**config.mk**
```make
export PLATFORM = sky130hd
export DESIGN_NAME = timed_and_step_sequencer
export DESIGN_NICKNAME = d
export VERILOG_FILES = /design/src/logic/seq_pkg.sv /design/src/logic/seq_if.sv /design/src/logic/timed_and_step_sequencer.sv /design/src/logic/seq_tick.sv
export SDC_FILE = /design/constraint.sdc
export NUM_CORES = 1
export LEC_CHECK = 0
export ABC_AREA = 0
export BUFFER_PORTS_ARGS = -buffer_cell sky130_fd_sc_hd__buf_2
export CORE_ASPECT_RATIO = 2
export CORE_MARGIN = 4
export CORE_UTILIZATION = 50
export DETAILED_ROUTE_END_ITERATION = 12
export PLACE_DENSITY = 0.7
export SLEW_MARGIN = 20
export SYNTH_ARGS = -nofsm -noshare
export SYNTH_HDL_FRONTEND = slang
export SYNTH_SLANG_ARGS = --single-unit
```
**constraint.sdc**
```tcl
create_clock -name clk -period 2.6 [get_ports clk]
set_clock_uncertainty 0.1 [all_clocks]
set_input_delay 0.52 -clock clk [delete_from_list [all_inputs] [get_ports clk]]
set_output_delay 0.52 -clock clk [all_outputs]
set_load 0.05 [all_outputs]
```
**src/logic/seq_pkg.sv**
```systemverilog
// Package: constants and types shared by the sequencer files
package seq_pkg;
  localparam int NUM_OUT = 8;
  localparam int CLK_HZ = 20_000_000;
  // Timebase: one tick per second
  localparam int SEC_TIME_S = 1;
  localparam int SEC_CYCLES = CLK_HZ * SEC_TIME_S;
  localparam int SEC_PER_MIN = 60;
  localparam int MIN_PER_HOUR = 60;
  typedef enum logic [1:0] {UNIT_SEC, UNIT_MIN, UNIT_HOUR} unit_t;
  typedef enum logic {MODE_TIMED, MODE_STEP} mode_t;
  localparam logic [3:0] COUNT_ZERO = 4'h0;
endpackage : seq_pkg

```
**src/logic/seq_if.sv**
```systemverilog
// Interface: timebase tick passed from the tick generator to the sequencer
`timescale 1ns/1ns
interface seq_if;
  logic secTick;
  modport gen (output secTick);
  modport use_side (input secTick);
endinterface : seq_if

```
**src/logic/timed_and_step_sequencer.sv**
```systemverilog
// Module: eight-output timed and step sequencer
`timescale 1ns/1ns
// Summary of operation
// - Used outputs are a contiguous group starting at output one, up to eight.
// - Timed interval is a configured count in seconds, minutes or hours.
// - Timed mode: after trigger, one more output rises each interval, ascending.
// - Timed mode: after the last used output is set, sequencing stops, outputs hold.
// - Timed mode: reset input re-arms the sequence to start from output one.
// - Reset input drives every output to zero.
// - Timed mode: output one may be configured as held at one by default.
// - Step mode: each trigger activation sets the next output in ascending order.
// - Step mode: trigger after last output clears all; cycle restarts.
module timed_and_step_sequencer #(
  parameter int NUM_OUT = seq_pkg::NUM_OUT,
  parameter int SEC_CYCLES = seq_pkg::SEC_CYCLES,
  parameter int INTERVAL_W = 8
) (
  input wire logic clk,
  input wire logic rstn,
  input wire seq_pkg::mode_t mode,
  input wire logic [3:0] usedOutputs,
  input wire seq_pkg::unit_t timeUnit,
  input wire logic [INTERVAL_W-1:0] interval,
  input wire logic holdFirst,
  input wire logic trigger,
  input wire logic seqReset,
  output logic [NUM_OUT-1:0] outputs,
  output logic busy
);
  if (NUM_OUT < 1 || NUM_OUT > 8) begin : g_bad_count
    $error("NUM_OUT must be 1 to 8");
  end
  if (INTERVAL_W < 1 || INTERVAL_W > 16) begin : g_bad_width
    $error("INTERVAL_W must be 1 to 16");
  end

  // ==========================================================
  // Timebase
  seq_if tickBus ();
  seq_tick #(.SEC_CYCLES(SEC_CYCLES)) uTick (.clk(clk), .rstn(rstn), .tick(tickBus));

  // ==========================================================
  // Trigger edge
  // Reset-low previous value matches the idle trigger level
  logic trigPrev;
  logic trigRise;
  always_ff @(posedge clk or negedge rstn) begin
    if (!rstn) trigPrev <= 1'b0;
    else trigPrev <= trigger;
  end
  assign trigRise = trigger && !trigPrev && !seqReset;

  // ==========================================================
  // Used outputs, clamped so the group stays contiguous
  function automatic logic [3:0] clampUsed(input logic [3:0] n);
    if (n == seq_pkg::COUNT_ZERO) clampUsed = 4'h1;
    else if (n > 4'(NUM_OUT)) clampUsed = 4'(NUM_OUT);
    else clampUsed = n;
  endfunction : clampUsed
  logic [3:0] lastCount;
  assign lastCount = clampUsed(usedOutputs);
  // Mask of the lowest n outputs
  function automatic logic [NUM_OUT-1:0] fillLow(input logic [3:0] n);
    fillLow = '0;
    for (int b = 0; b < NUM_OUT; b++) fillLow[b] = 4'(b) < n;
  endfunction : fillLow

  // ==========================================================
  // Unit scaling: seconds into minutes and hours
  logic [5:0] secCount;
  logic [5:0] minCount;
  logic unitTick;
  logic minTick;
  logic hourTick;
  assign minTick = tickBus.secTick && secCount == 6'(seq_pkg::SEC_PER_MIN - 1);
  assign hourTick = minTick && minCount == 6'(seq_pkg::MIN_PER_HOUR - 1);
  // Counters idle at zero so every run starts from a fresh unit
  always_ff @(posedge clk or negedge rstn) begin
    if (!rstn) begin
      secCount <= 6'h0;
      minCount <= 6'h0;
    end else if (!busy) begin
      secCount <= 6'h0;
      minCount <= 6'h0;
    end else if (tickBus.secTick) begin
      secCount <= minTick ? 6'h0 : secCount + 6'h1;
      if (minTick) minCount <= hourTick ? 6'h0 : minCount + 6'h1;
    end
  end
  always_comb begin
    unique case (timeUnit)
      seq_pkg::UNIT_SEC: unitTick = tickBus.secTick;
      seq_pkg::UNIT_MIN: unitTick = minTick;
      seq_pkg::UNIT_HOUR: unitTick = hourTick;
      default: unitTick = tickBus.secTick;
    endcase
  end

  // ==========================================================
  // Sequencing
  logic [3:0] stage;
  logic [INTERVAL_W-1:0] unitCount;
  logic intervalDone;
  logic [INTERVAL_W-1:0] span;
  assign span = (interval == '0) ? INTERVAL_W'(1) : interval;
  // Greater-or-equal so a lowered interval cannot stall the count until wrap
  assign intervalDone = unitTick && unitCount >= span - INTERVAL_W'(1);

  always_ff @(posedge clk or negedge rstn) begin
    if (!rstn) begin
      stage <= seq_pkg::COUNT_ZERO;
      busy <= 1'b0;
      unitCount <= '0;
    end else if (seqReset) begin
      stage <= seq_pkg::COUNT_ZERO;
      busy <= 1'b0;
      unitCount <= '0;
    end else if (mode == seq_pkg::MODE_TIMED) begin
      // Trigger while running or after the end is ignored until re-armed
      if (!busy && trigRise && stage == seq_pkg::COUNT_ZERO) begin
        busy <= 1'b1;
        unitCount <= '0;
      end else if (busy && unitTick) begin
        if (intervalDone) begin
          unitCount <= '0;
          stage <= stage + 4'h1;
          if (stage + 4'h1 >= lastCount) busy <= 1'b0;
        end else begin
          unitCount <= unitCount + INTERVAL_W'(1);
        end
      end
    end else begin
      busy <= 1'b0;
      unitCount <= '0;
      if (trigRise) begin
        if (stage >= lastCount) stage <= seq_pkg::COUNT_ZERO;
        else stage <= stage + 4'h1;
      end
    end
  end

  // ==========================================================
  // Output decode, registered
  // Thermometer code keeps every lower output set
  genvar i;
  generate
    for (i = 0; i < NUM_OUT; i++) begin : g_out
      always_ff @(posedge clk or negedge rstn) begin
        if (!rstn) outputs[i] <= 1'b0;
        else if (seqReset) outputs[i] <= 1'b0;
        else if (i == 0 && mode == seq_pkg::MODE_TIMED && holdFirst)
          outputs[i] <= 1'b1;
        else outputs[i] <= (4'(i) < stage) && (4'(i) < lastCount);
      end
    end
  endgenerate

  // ==========================================================
  // Check helpers
  // Cycles since the last timed step, counted in seconds mode only:
  // longer units would need a far wider window to bound
  logic [47:0] stepAge;
  logic [INTERVAL_W-1:0] prevInterval;
  always_ff @(posedge clk or negedge rstn) begin
    if (!rstn) prevInterval <= '0;
    else prevInterval <= interval;
  end
  always_ff @(posedge clk or negedge rstn) begin
    if (!rstn) begin
      stepAge <= 48'h0;
    end else if (!busy || intervalDone || seqReset || timeUnit != seq_pkg::UNIT_SEC
        || interval != prevInterval) begin
      stepAge <= 48'h0;
    end else begin
      stepAge <= stepAge + 48'h1;
    end
  end

  // ==========================================================
  // Checks
  a_reset_clears: assert property (@(posedge clk) disable iff (!rstn)
    seqReset |=> outputs == '0) else $error("reset input did not clear outputs");
  a_step_advance: assert property (@(posedge clk) disable iff (!rstn)
    mode == seq_pkg::MODE_STEP && trigRise && stage < lastCount && !$past(seqReset)
    |=> stage == $past(stage) + 4'h1) else $error("step did not advance");
  a_step_wrap: assert property (@(posedge clk) disable iff (!rstn)
    mode == seq_pkg::MODE_STEP && trigRise && stage >= lastCount
    |=> stage == seq_pkg::COUNT_ZERO) else $error("step did not wrap");
  a_timed_stops: assert property (@(posedge clk) disable iff (!rstn)
    mode == seq_pkg::MODE_TIMED && !busy && stage >= lastCount && !seqReset
    && !trigRise ##1 mode == seq_pkg::MODE_TIMED |-> !busy && $stable(stage))
    else $error("timed sequence moved after the end");
  a_timed_step_one: assert property (@(posedge clk) disable iff (!rstn)
    busy && intervalDone && !seqReset && mode == seq_pkg::MODE_TIMED
    |=> stage == $past(stage) + 4'h1) else $error("timed stage not advanced");
  a_rearm_zero: assert property (@(posedge clk) disable iff (!rstn)
    seqReset |=> stage == seq_pkg::COUNT_ZERO && !busy) else $error("not re-armed");
  a_contig_group: assert property (@(posedge clk) disable iff (!rstn)
    ((outputs + 1'b1) & outputs) == '0) else $error("outputs not contiguous");
  a_reset_priority: assert property (@(posedge clk) disable iff (!rstn)
    seqReset && trigger && !trigPrev |=> stage == seq_pkg::COUNT_ZERO)
    else $error("trigger beat reset");
  a_unit_select: assert property (@(posedge clk) disable iff (!rstn)
    timeUnit == seq_pkg::UNIT_SEC |-> unitTick == tickBus.secTick)
    else $error("second unit mismatch");
  a_hold_first: assert property (@(posedge clk) disable iff (!rstn)
    mode == seq_pkg::MODE_TIMED && holdFirst && !seqReset |=> outputs[0])
    else $error("first output not held");

  // Timing bound, busy and start control, idle counters and decode
  a_step_deadline: assert property (@(posedge clk) disable iff (!rstn)
    busy |-> stepAge < 48'(span) * 48'(SEC_CYCLES))
    else $error("timed step overdue");
  a_step_no_busy: assert property (@(posedge clk) disable iff (!rstn)
    mode == seq_pkg::MODE_STEP |=> !busy) else $error("busy in step mode");
  a_timed_start: assert property (@(posedge clk) disable iff (!rstn)
    mode == seq_pkg::MODE_TIMED && trigRise && !busy && stage == seq_pkg::COUNT_ZERO
    |=> busy) else $error("timed sequence did not start");
  a_busy_ignores: assert property (@(posedge clk) disable iff (!rstn)
    mode == seq_pkg::MODE_TIMED && busy && trigRise && !intervalDone
    |=> busy && $stable(stage)) else $error("trigger disturbed running sequence");
  a_idle_counts: assert property (@(posedge clk) disable iff (!rstn)
    !busy |=> secCount == 6'h0 && minCount == 6'h0) else $error("unit counters not idle");
  a_out_follow: assert property (@(posedge clk) disable iff (!rstn)
    !seqReset && !(mode == seq_pkg::MODE_TIMED && holdFirst)
    |=> outputs == fillLow($past(stage < lastCount ? stage : lastCount)))
    else $error("outputs do not follow stage");
endmodule : timed_and_step_sequencer

```
**src/logic/seq_tick.sv**
```systemverilog
// Module: one-second timebase tick generator
`timescale 1ns/1ns
module seq_tick #(
  parameter int SEC_CYCLES = seq_pkg::SEC_CYCLES
) (
  input wire logic clk,
  input wire logic rstn,
  seq_if.gen tick
);
  if (SEC_CYCLES < 2) begin : g_bad_period
    $error("SEC_CYCLES too small");
  end
  logic [31:0] count;
  always_ff @(posedge clk or negedge rstn) begin
    if (!rstn) begin
      count <= 32'h0;
      tick.secTick <= 1'b0;
    end else if (count == 32'(SEC_CYCLES - 1)) begin
      count <= 32'h0;
      tick.secTick <= 1'b1;
    end else begin
      count <= count + 32'h1;
      tick.secTick <= 1'b0;
    end
  end
endmodule : seq_tick

```
==> flow_summary.yaml, run 1 <==
outcome:
  outcome: "finished, violations left"
  violations: "negative setup slack"
route:
  post_drt_via_cell_ratio: 5.53
  postRouteAntennaNets: 0
  drc_errors: 0
  finalWirelength_um: 8230
  firstDrtPassIters: 4
  vias: 2944
  drtIter0Drc: 115
  wire_per_inst_um: 15.5
clocking:
  cts_sinks: 67
  clk_path_buf_depth: 2
  path_clk_slew_ps: 60
  cts_root_buf: "clkbuf_16"
  numCtsBuffers: 9
  cts_tree: "yes"
  cts_hold_buffers: 0
  h-tree-depth: 3
  clk_latency_ps: 330
pwr:
  leakage_nw: 2.13
  totalPowerFinal_mw: 2.52
  power_switching_uw: 549
  p_per_area_nw_per_um2: 543
  power_frac_seq_pct: 41.9
  p_int_mw: 1.97
  combPwrFrac_pct: 8.2
  clkPwrFrac_pct: 49.9
  p_sw_share_pct: 21.8
  vdd_drop_max_mv: 0.313
global_routing:
  antenna_found_initial: 0
  grt_pass1_wl_um: 14400
  grt.total_usage_pct: 19.3
  grt_pass1_vias: 3121
  overflow: 0
  grt_max_degree: 26
placed_design:
  place_hpwl_um: 6110
  numPortBuffers: 28
  place_area_um2: 4130
  place_congestion: 0.841
timing:
  setup_slack_ps: -389
  hold_viol_final: 0
  finalMaxSlewViolations: 0
  finalCriticalPeriod_ps: 2990
  worstMarginPinSlew_ps: 549
  fin_setup_tns_ps: -4400
  slew-limit-headroom_pct: 63.4
  rsz0062_at_grt: "yes"
  fmax_ghz: 0.335
  post-route-period-util_pct: 115
  hold_slack_ps: 32.1
  setup_viol: 13
hold_path:
  min_path_type: "in -> async"
setup_path:
  worstSetupPathType: "in -> reg"
  worst_ep_required_time_ps: 2700
  setup.worst_path.start_class: "input pin"
  cp-end-kind: "flop"
  cp.arrival_ps: 3090
  cp_num_buf_inv: 3
  cpPeakStageDelay_ps: 550
  path_delay_family: "simple AND/OR/NAND/NOR gates"
  crit_slowest_cell: "or4_4"
  cp_max_fo: 4
  path_cells: "buf_6, or4_4, nor4_4, nor2_2, ha_4, nand2_4, nor3_2, xnor2_1, ha_1, nand2_2, nor3_2, a21oi_2, buf_4, o31ai_4, buf_4, o22ai_1"
logic_synthesis:
  yosysTopAreaCellShare_pct: 44.1
  synth_sequential_area_ratio_pct: 44.1
  synthArstFlopShare_pct: 100
  synth_top_cell_by_area: "dfrtp_1"
  syn-num-nets: 426
  yosysMostFrequentCell: "dfrtp_1"
  ys_top_cells_by_area: "dfrtp_1 (44%), ha_1 (8.6%), xnor2_1 (5.8%)"
  synth_commonest_cells: "dfrtp_1 (67), nor2_1 (41), nand2_1 (39), ha_1 (26), xnor2_1 (25)"
  avgSynthCellArea_um2: 10.0
  syn-instance-count: 380
  ys.flop_type: "dfrtp_1"
  yosysUniqueCellTypes: 55
  synth-edff-count: 0
  ys.warnings.count: 0
  syn_area_um2: 3800
  synth_seq_cells: 67
finish:
  stdcell_area_um2: 4640
  drive_above_1_share_pct: 24.1
  final_nets: 481
  syn_to_final_growth_pct: 22.1
  diodes: 0
  final_util_pct: 63.4
floorplanning:
  fp.dieArea_um2: 9140
  die_h_um: 131
  placementRows: 44
  ioPinCount: 29
  die_x_um: 69.6
  coreArea_um2: 7320
  start_util_pct: 51.9
job:
  cap_violations: 0
[what timing repair did]
item,4_1_cts,5_1_grt
setup buffers,7,2
setup endpoints to repair,13,13
hold endpoints to repair,0,0
pin swaps,14,5
resized for setup,11,17
[layout make-up]
class                           count  area (µm²)
Clock buffer                       12         236
Clock inverter                      4        75.1
Fill cell                         588        2680
Inverter                           17        63.8
Multi-Input combinational cell    290        2150
Sequential cell                    67        1680
Tap cell                           92         115
Timing Repair Buffer               50         325
[sequential cells by signal, summed over array words and instances, names as in the netlist]
| name | cells |
|---|---|
| uTick.tick.secTick | 1 |
| outputs | 8 |
| busy | 1 |
| stage | 4 |
| trigPrev | 1 |
| minCount | 6 |
| secCount | 6 |
| unitCount | 8 |
| uTick.count | 32 |
[logic make-up after synthesis]
logic type                 Yosys count  synth area share, %
and+or+nand+nor                    165                 24.0
DFF                                 67                 44.1
AOI/OAI and AO/OA                   49                 8.89
xor gates and xnor gates            48                 11.1
adders and majority gates           26                 8.56
buffers and inverters               23                 2.80
muxes                                2                0.527
[layer usage]
| layer | track usage [%] | vias up | share of wire, % |
|---|---|---|---|
| li1 | - | 1440 | - |
| met1 | 19.5 | 1449 | 36 |
| met2 | 36.6 | 37 | 59 |
| met3 | 3.52 | 18 | 2.5 |
| met4 | 9.49 | 0 | 3.0 |
| met5 | 0 | - | 0 |
[cells in the final DEF (no fill, tap or decap), drive strengths merged, types with 2 or more instances in the layout]
cell	Yosys	layout
a31oi	3	3
clkinvlp	0	2
and4	3	3
a21oi	18	18
xnor2	25	25
bufinv	0	2
and3	7	7
xor2	23	23
buf	3	50
ha	26	26
nor2	41	41
or3	8	8
o41ai	2	2
nor3	15	15
mux2i	2	2
clkbuf	3	12
a211oi	3	3
and2	2	2
nand2	40	40
nor4	6	6
nand4	12	12
inv	17	17
o21ai	13	13
nor4b	2	2
nand2b	2	2
nor2b	6	6
nand3	16	16
dfrtp	67	67
[final timing paths]
check / startpoint / end / slack [ps] / cells past startpoint
max reg2reg: stage[1] / unitCount[5] / 280 / 8
max in group asynchronous: rstn / minCount[0] / 1680 / 2
min reg2reg: uTick.count[0] / uTick.count[0] / 350 / 1
max: interval[3] / stage[3] / -390 / 16
min: rstn / uTick.count[5] / 30 / 1
min in group clk: trigger / trigPrev / 210 / 1
[stage by stage]
stage / setup WS [ps] / instances
floorplan: -418 / 380
global placement: -697 / 507
detailed placement: -788 / 507
CTS: -324 / 530
global route: -577 / 532
finish: -389 / 532
[power by group through the flow]
stage                     clock [mW]  combinational [mW]  sequential, mW
after floorplan                    0              0.0888            1.08
after global placement             0               0.178            1.07
after detailed placement           0               0.183            1.07
after CTS                       1.28               0.195            1.06
after global routing            1.33               0.234            1.06
final                           1.26               0.206            1.06
Note: power is estimated with default switching activity, not from simulation.
==> run 2: changes to the inputs <==
==> constraint.sdc (replaced) <==
create_clock -name clk -period 2.85 [get_ports clk]
set_clock_uncertainty 0.1 [all_clocks]
set_input_delay 0.57 -clock clk [delete_from_list [all_inputs] [get_ports clk]]
set_output_delay 0.57 -clock clk [all_outputs]
set_load 0.05 [all_outputs]
==> flow_summary.yaml, run 2 (synthesis results as in run 1) <==
route:
  post_drt_via_cell_ratio: 5.56
  wire_per_inst_um: 15.1
  drc_errors: 0
  postRouteAntennaNets: 0
  vias: 2912
  firstDrtPassIters: 4
  finalWirelength_um: 7930
  drtIter0Drc: 103
finish:
  top_register: "uTick.count"
  fill_cells: 606
  final_cell_mix: "dfrtp_1 (67), nor2_1 (40), nand2_1 (36)"
  final_nets: 474
  fin_cells: 524
  drive_above_1_share_pct: 22.2
  top_regs: "uTick.count x32, outputs x8, unitCount x8"
  syn_to_final_growth_pct: 21.0
  layout_commonest_cell: "dfrtp_1"
  largest_reg_flops: 32
  diodes: 0
global_routing:
  overflow: 0
  antenna_found_initial: 0
  grt_max_degree: 39
  grt_pass1_wl_um: 13800
  grt_pass1_vias: 3099
  grt.total_usage_pct: 18.4
setup_path:
  cp-end-kind: "flop"
  setup.worst_path.start_class: "input pin"
  cp_max_fo: 5
  worst_ep_required_time_ps: 2960
  regToRegStartpoint: "stage[0]"
  crit_slowest_cell: "or4_4"
  path_cells: "buf_2, or4_4, nor4_4, nor2_2, buf_4, nand2_4, nor3_2, xnor2_1, ha_1, nand2_1, nor3_2, a21oi_4, o31ai_4, nand2_1, o2bb2ai_1"
  cpPeakStageDelay_ps: 540
  worstSetupPathType: "in -> reg"
  cp.arrival_ps: 3120
  crit_path_start: "interval[4]"
pwr:
  combPwrFrac_pct: 7.7
  totalPowerFinal_mw: 2.38
  p_per_area_nw_per_um2: 517
  leakage_nw: 2.13
  power_frac_seq_pct: 40.5
  p_sw_share_pct: 21.2
  vdd_drop_max_mv: 0.400
  clkPwrFrac_pct: 51.8
  p_int_mw: 1.87
  power_switching_uw: 504
floorplanning:
  die_h_um: 131
  coreArea_um2: 7320
  die_x_um: 69.6
  ioPinCount: 29
  placementRows: 44
  fp.dieArea_um2: 9140
  start_util_pct: 51.9
timing:
  slew-limit-headroom_pct: 54.3
  post-route-period-util_pct: 106
  finalMaxSlewViolations: 0
  finalCriticalPeriod_ps: 3010
  rsz0062_at_grt: "yes"
  setup_slack_ps: -162
  fmax_ghz: 0.332
  worstMarginPinSlew_ps: 685
  setup_viol: 13
  fin_setup_tns_ps: -1540
  hold_slack_ps: 180
  hold_viol_final: 0
placed_design:
  dp.cells: 504
  numPortBuffers: 28
  place_hpwl_um: 5840
  place_congestion: 0.853
clocking:
  h-tree-depth: 3
  path_clk_slew_ps: 50
  cts_sinks: 67
  clk_path_buf_depth: 2
  clk_latency_ps: 330
  cts_tree: "yes"
  cts_root_buf: "clkbuf_16"
  numCtsBuffers: 9
outcome:
  outcome: "finished, violations left"
  violations: "negative setup slack"
hold_path:
  min_path_type: "in -> async"
job:
  cap_violations: 0
-- run 2: cell count changes in the layout (fill, tap and decap cells not counted), moves of 2 or more --
cell        previous run  this run
buf_6                  4         1
clkinv_2               0         3
nor2_2                 5         1
clkbuf_1               3         0
buf_4                 20        14
clkinvlp_4             2         0
nor2_1                36        40
-- run 2: power groups by stage --
| stage | registers, mW | clock network (mW) | logic, mW |
|---|---|---|---|
| after global routing | 0.963 | 1.29 | 0.206 |
| final | 0.963 | 1.23 | 0.182 |
| after CTS | 0.963 | 1.26 | 0.169 |
| after detailed placement | 0.980 | 0 | 0.163 |
| after global placement | 0.980 | 0 | 0.160 |
| after floorplan | 0.988 | 0 | 0.0810 |
-- run 2: cell type report --
class / count / area, µm² / area share, %
clock buffer: 9 / 225 / 4.90
clock inverter: 6 / 105 / 2.29
inverter: 17 / 63.8 / 1.39
multi-input combinational: 290 / 2140 / 46.6
sequential: 67 / 1680 / 36.5
tap: 92 / 115 / 2.50
timing repair buffer: 43 / 272 / 5.90
-- run 2: path summary, 6_finish.rpt --
path                                   endpoint  slack (ps)  depth (start not counted)
worst min-delay path             uTick.count[5]         180                          1
worst min register to register   uTick.count[0]         360                          1
max in group asynchronous       uTick.count[14]        1840                          2
worst max register to register     unitCount[7]         590                          8
worst max-delay path                   stage[2]        -160                         15
min in group clk                       trigPrev         260                          1
-- run 2: per-stage QoR --
stage,setup slack (ps),util (%),area [µm²]
floorplan,-218,-,3820
global placement,-495,56.3,4120
detailed placement,-582,56.3,4120
CTS,-137,61.5,4500
global route,-337,62.8,4600
finish,-162,62.8,4600
-- run 2: worst max-delay path: cells and delay by family --
family	cells	cell delay, ps
AND/OR/NAND/NOR	8	1280
AO/OA/AOI/OAI	3	570
adder cells (fa/ha/maj)	1	300
buffers and inverters	2	260
XOR/XNOR	1	120
-- run 2: layer usage --
metal	wire length (µm)	GRT usage [%]	vias to the layer above
met5	0	0	-
met4	172	7.57	0
met3	215	5.05	18
met2	4620	34.5	40
met1	2920	18.7	1426
li1	-	-	1428
-- run 2: what timing repair did --
item                       4_1_cts  5_1_grt
pin swaps                       12        8
setup buffers                    2        3
gates resized for setup          6       16
setup endpoints to repair       13       13
hold buffers                     0        0
==> run 3: changes to the inputs <==
--- a/config.mk
+++ b/config.mk
@@ -7,7 +7,6 @@
 export LEC_CHECK = 0
 export ABC_AREA = 0
 export BUFFER_PORTS_ARGS = -buffer_cell sky130_fd_sc_hd__buf_2
-export CORE_ASPECT_RATIO = 2
 export CORE_MARGIN = 4
 export CORE_UTILIZATION = 50
 export DETAILED_ROUTE_END_ITERATION = 12
==> constraint.sdc (replaced) <==
create_clock -name clk -period 3 [get_ports clk]
set_clock_uncertainty 0.1 [all_clocks]
set_input_delay 0.6 -clock clk [delete_from_list [all_inputs] [get_ports clk]]
set_output_delay 0.6 -clock clk [all_outputs]
set_load 0.05 [all_outputs]
==> flow_summary.yaml, run 3 (synthesis results as in run 1) <==
setup_path:
  setup.worst_path.start_class: "input pin"
  crit_slowest_cell: "or4_4"
  cpPeakStageDelay_ps: 560
  cp_max_fo: 4
  path_delay_family: "compound AO/OA/AOI/OAI gates"
  path_cells: "buf_6, or4_4, nor4_4, nor2_2, ha_2, xnor2_2, ha_1, a211oi_2, o21ai_1, a21oi_2, nor3_1, o21bai_1, o22ai_1"
  cp-end-kind: "flop"
  cp.arrival_ps: 3230
  worstSetupPathType: "in -> reg"
  cp_num_buf_inv: 1
  worst_ep_required_time_ps: 3110
finish:
  drive_above_1_share_pct: 19.5
  final_nets: 471
  top_register: "uTick.count"
  syn_to_final_growth_pct: 15.3
  layout_commonest_cell: "dfrtp_1"
  fill_cells: 610
  top_regs: "uTick.count x32, outputs x8, unitCount x8"
  diodes: 0
  seq_area_um2: 1680
  multi_input_area_um2: 2070
  largest_reg_flops: 32
  final_cell_mix: "dfrtp_1 (67), nor2_1 (40), nand2_1 (39)"
placed_design:
  place_ws_ps: -570
  place_hpwl_um: 5090
  numPortBuffers: 28
  place_congestion: 0.827
timing:
  setup_viol: 9
  finalMaxSlewViolations: 0
  worstMarginPinSlew_ps: 794
  rsz0062_at_grt: "yes"
  hold_viol_final: 0
  fmax_ghz: 0.321
  finalCriticalPeriod_ps: 3110
  slew-limit-headroom_pct: 46.6
  setup_slack_ps: -112
  post-route-period-util_pct: 104
outcome:
  outcome: "finished, violations left"
  violations: "negative setup slack"
global_routing:
  grt.total_usage_pct: 17.7
  antenna_found_initial: 0
  grt_pass1_vias: 2809
  grt_pass1_wl_um: 12700
  overflow: 0
  grt_max_degree: 68
clocking:
  cts_sinks: 67
  path_clk_slew_ps: 70
  cts_tree: "yes"
  clk_path_buf_depth: 2
  cts_root_buf: "clkbuf_8"
  h-tree-depth: 3
  numCtsBuffers: 9
  clk_latency_ps: 340
pwr:
  totalPowerFinal_mw: 1.81
  vdd_drop_max_mv: 0.236
  leakage_nw: 2.02
  p_per_area_nw_per_um2: 414
route:
  postRouteAntennaNets: 0
  vias: 2904
  wire_per_inst_um: 13.7
  finalWirelength_um: 7250
  firstDrtPassIters: 5
  post_drt_via_cell_ratio: 5.49
  drtIter0Drc: 79
  drc_errors: 0
floorplanning:
  start_util_pct: 51.8
  die_h_um: 95.2
  placementRows: 31
  coreArea_um2: 7330
  fp.dieArea_um2: 9060
  die_x_um: 95.2
  ioPinCount: 29
job:
  cap_violations: 0
hold_path:
  min_path_type: "in -> async"
[run 3: final timing paths]
| kind | start | endpoint | slack, ps | depth (start not counted) |
|---|---|---|---|---|
| setup reg to reg | stage[1] | unitCount[5] | 750 | 8 |
| setup / recovery | interval[3] | stage[3] | -110 | 13 |
| min in group clk | trigger | trigPrev | 290 | 1 |
| max in group asynchronous | rstn | outputs[3] | 2350 | 2 |
| hold / removal | rstn | uTick.count[28] | 160 | 2 |
| hold reg to reg | uTick.count[0] | uTick.count[0] | 360 | 1 |
[run 3: through the flow]
stage / setup TNS (ps) / util (%) / hold WS [ps] / area, µm² / std cells
6_report: -442 / 59.8 / 162 / 4380 / 529
3_3_place_gp: -3730 / 56.1 / 342 / 4110 / 508
4_1_cts: -159 / 59.8 / 177 / 4380 / 529
2_1_floorplan: -367 / - / 204 / 3820 / 380
3_5_place_dp: -6400 / 56.1 / 352 / 4110 / 508
5_1_grt: -1720 / 59.8 / 198 / 4380 / 529
[run 3: final cells by class]
cell class	count	share of cell area, %
flip-flops and latches	67	38.3
inverters	17	1.46
well taps	99	2.83
multi-input cells	290	47.4
clock buffers	10	2.91
repair buffers	40	5.68
clock inverters	6	1.49
[run 3: power by group]
part | switching, mW | internal (mW)
combinational | 0.101 | 0.0629
sequential | 0.00451 | 0.908
clock | 0.351 | 0.385
total | 0.457 | 1.36
[run 3: per-layer routing]
layer | wire length [µm] | up-vias | GRT usage, %
li1 | - | 1428 | -
met1 | 3440 | 1419 | 23.2
met2 | 3440 | 41 | 29.4
met3 | 246 | 16 | 3.16
met4 | 121 | 0 | 6.25
met5 | 0 | - | 0
[run 3: what timing repair did]
action,in CTS,in global routing
endpoints found under the hold margin,0,0
setup buffers,5,0
setup endpoints to repair,13,13
hold buffers,0,0
gates cloned,0,0
pin swaps,3,4
resized for setup,7,1
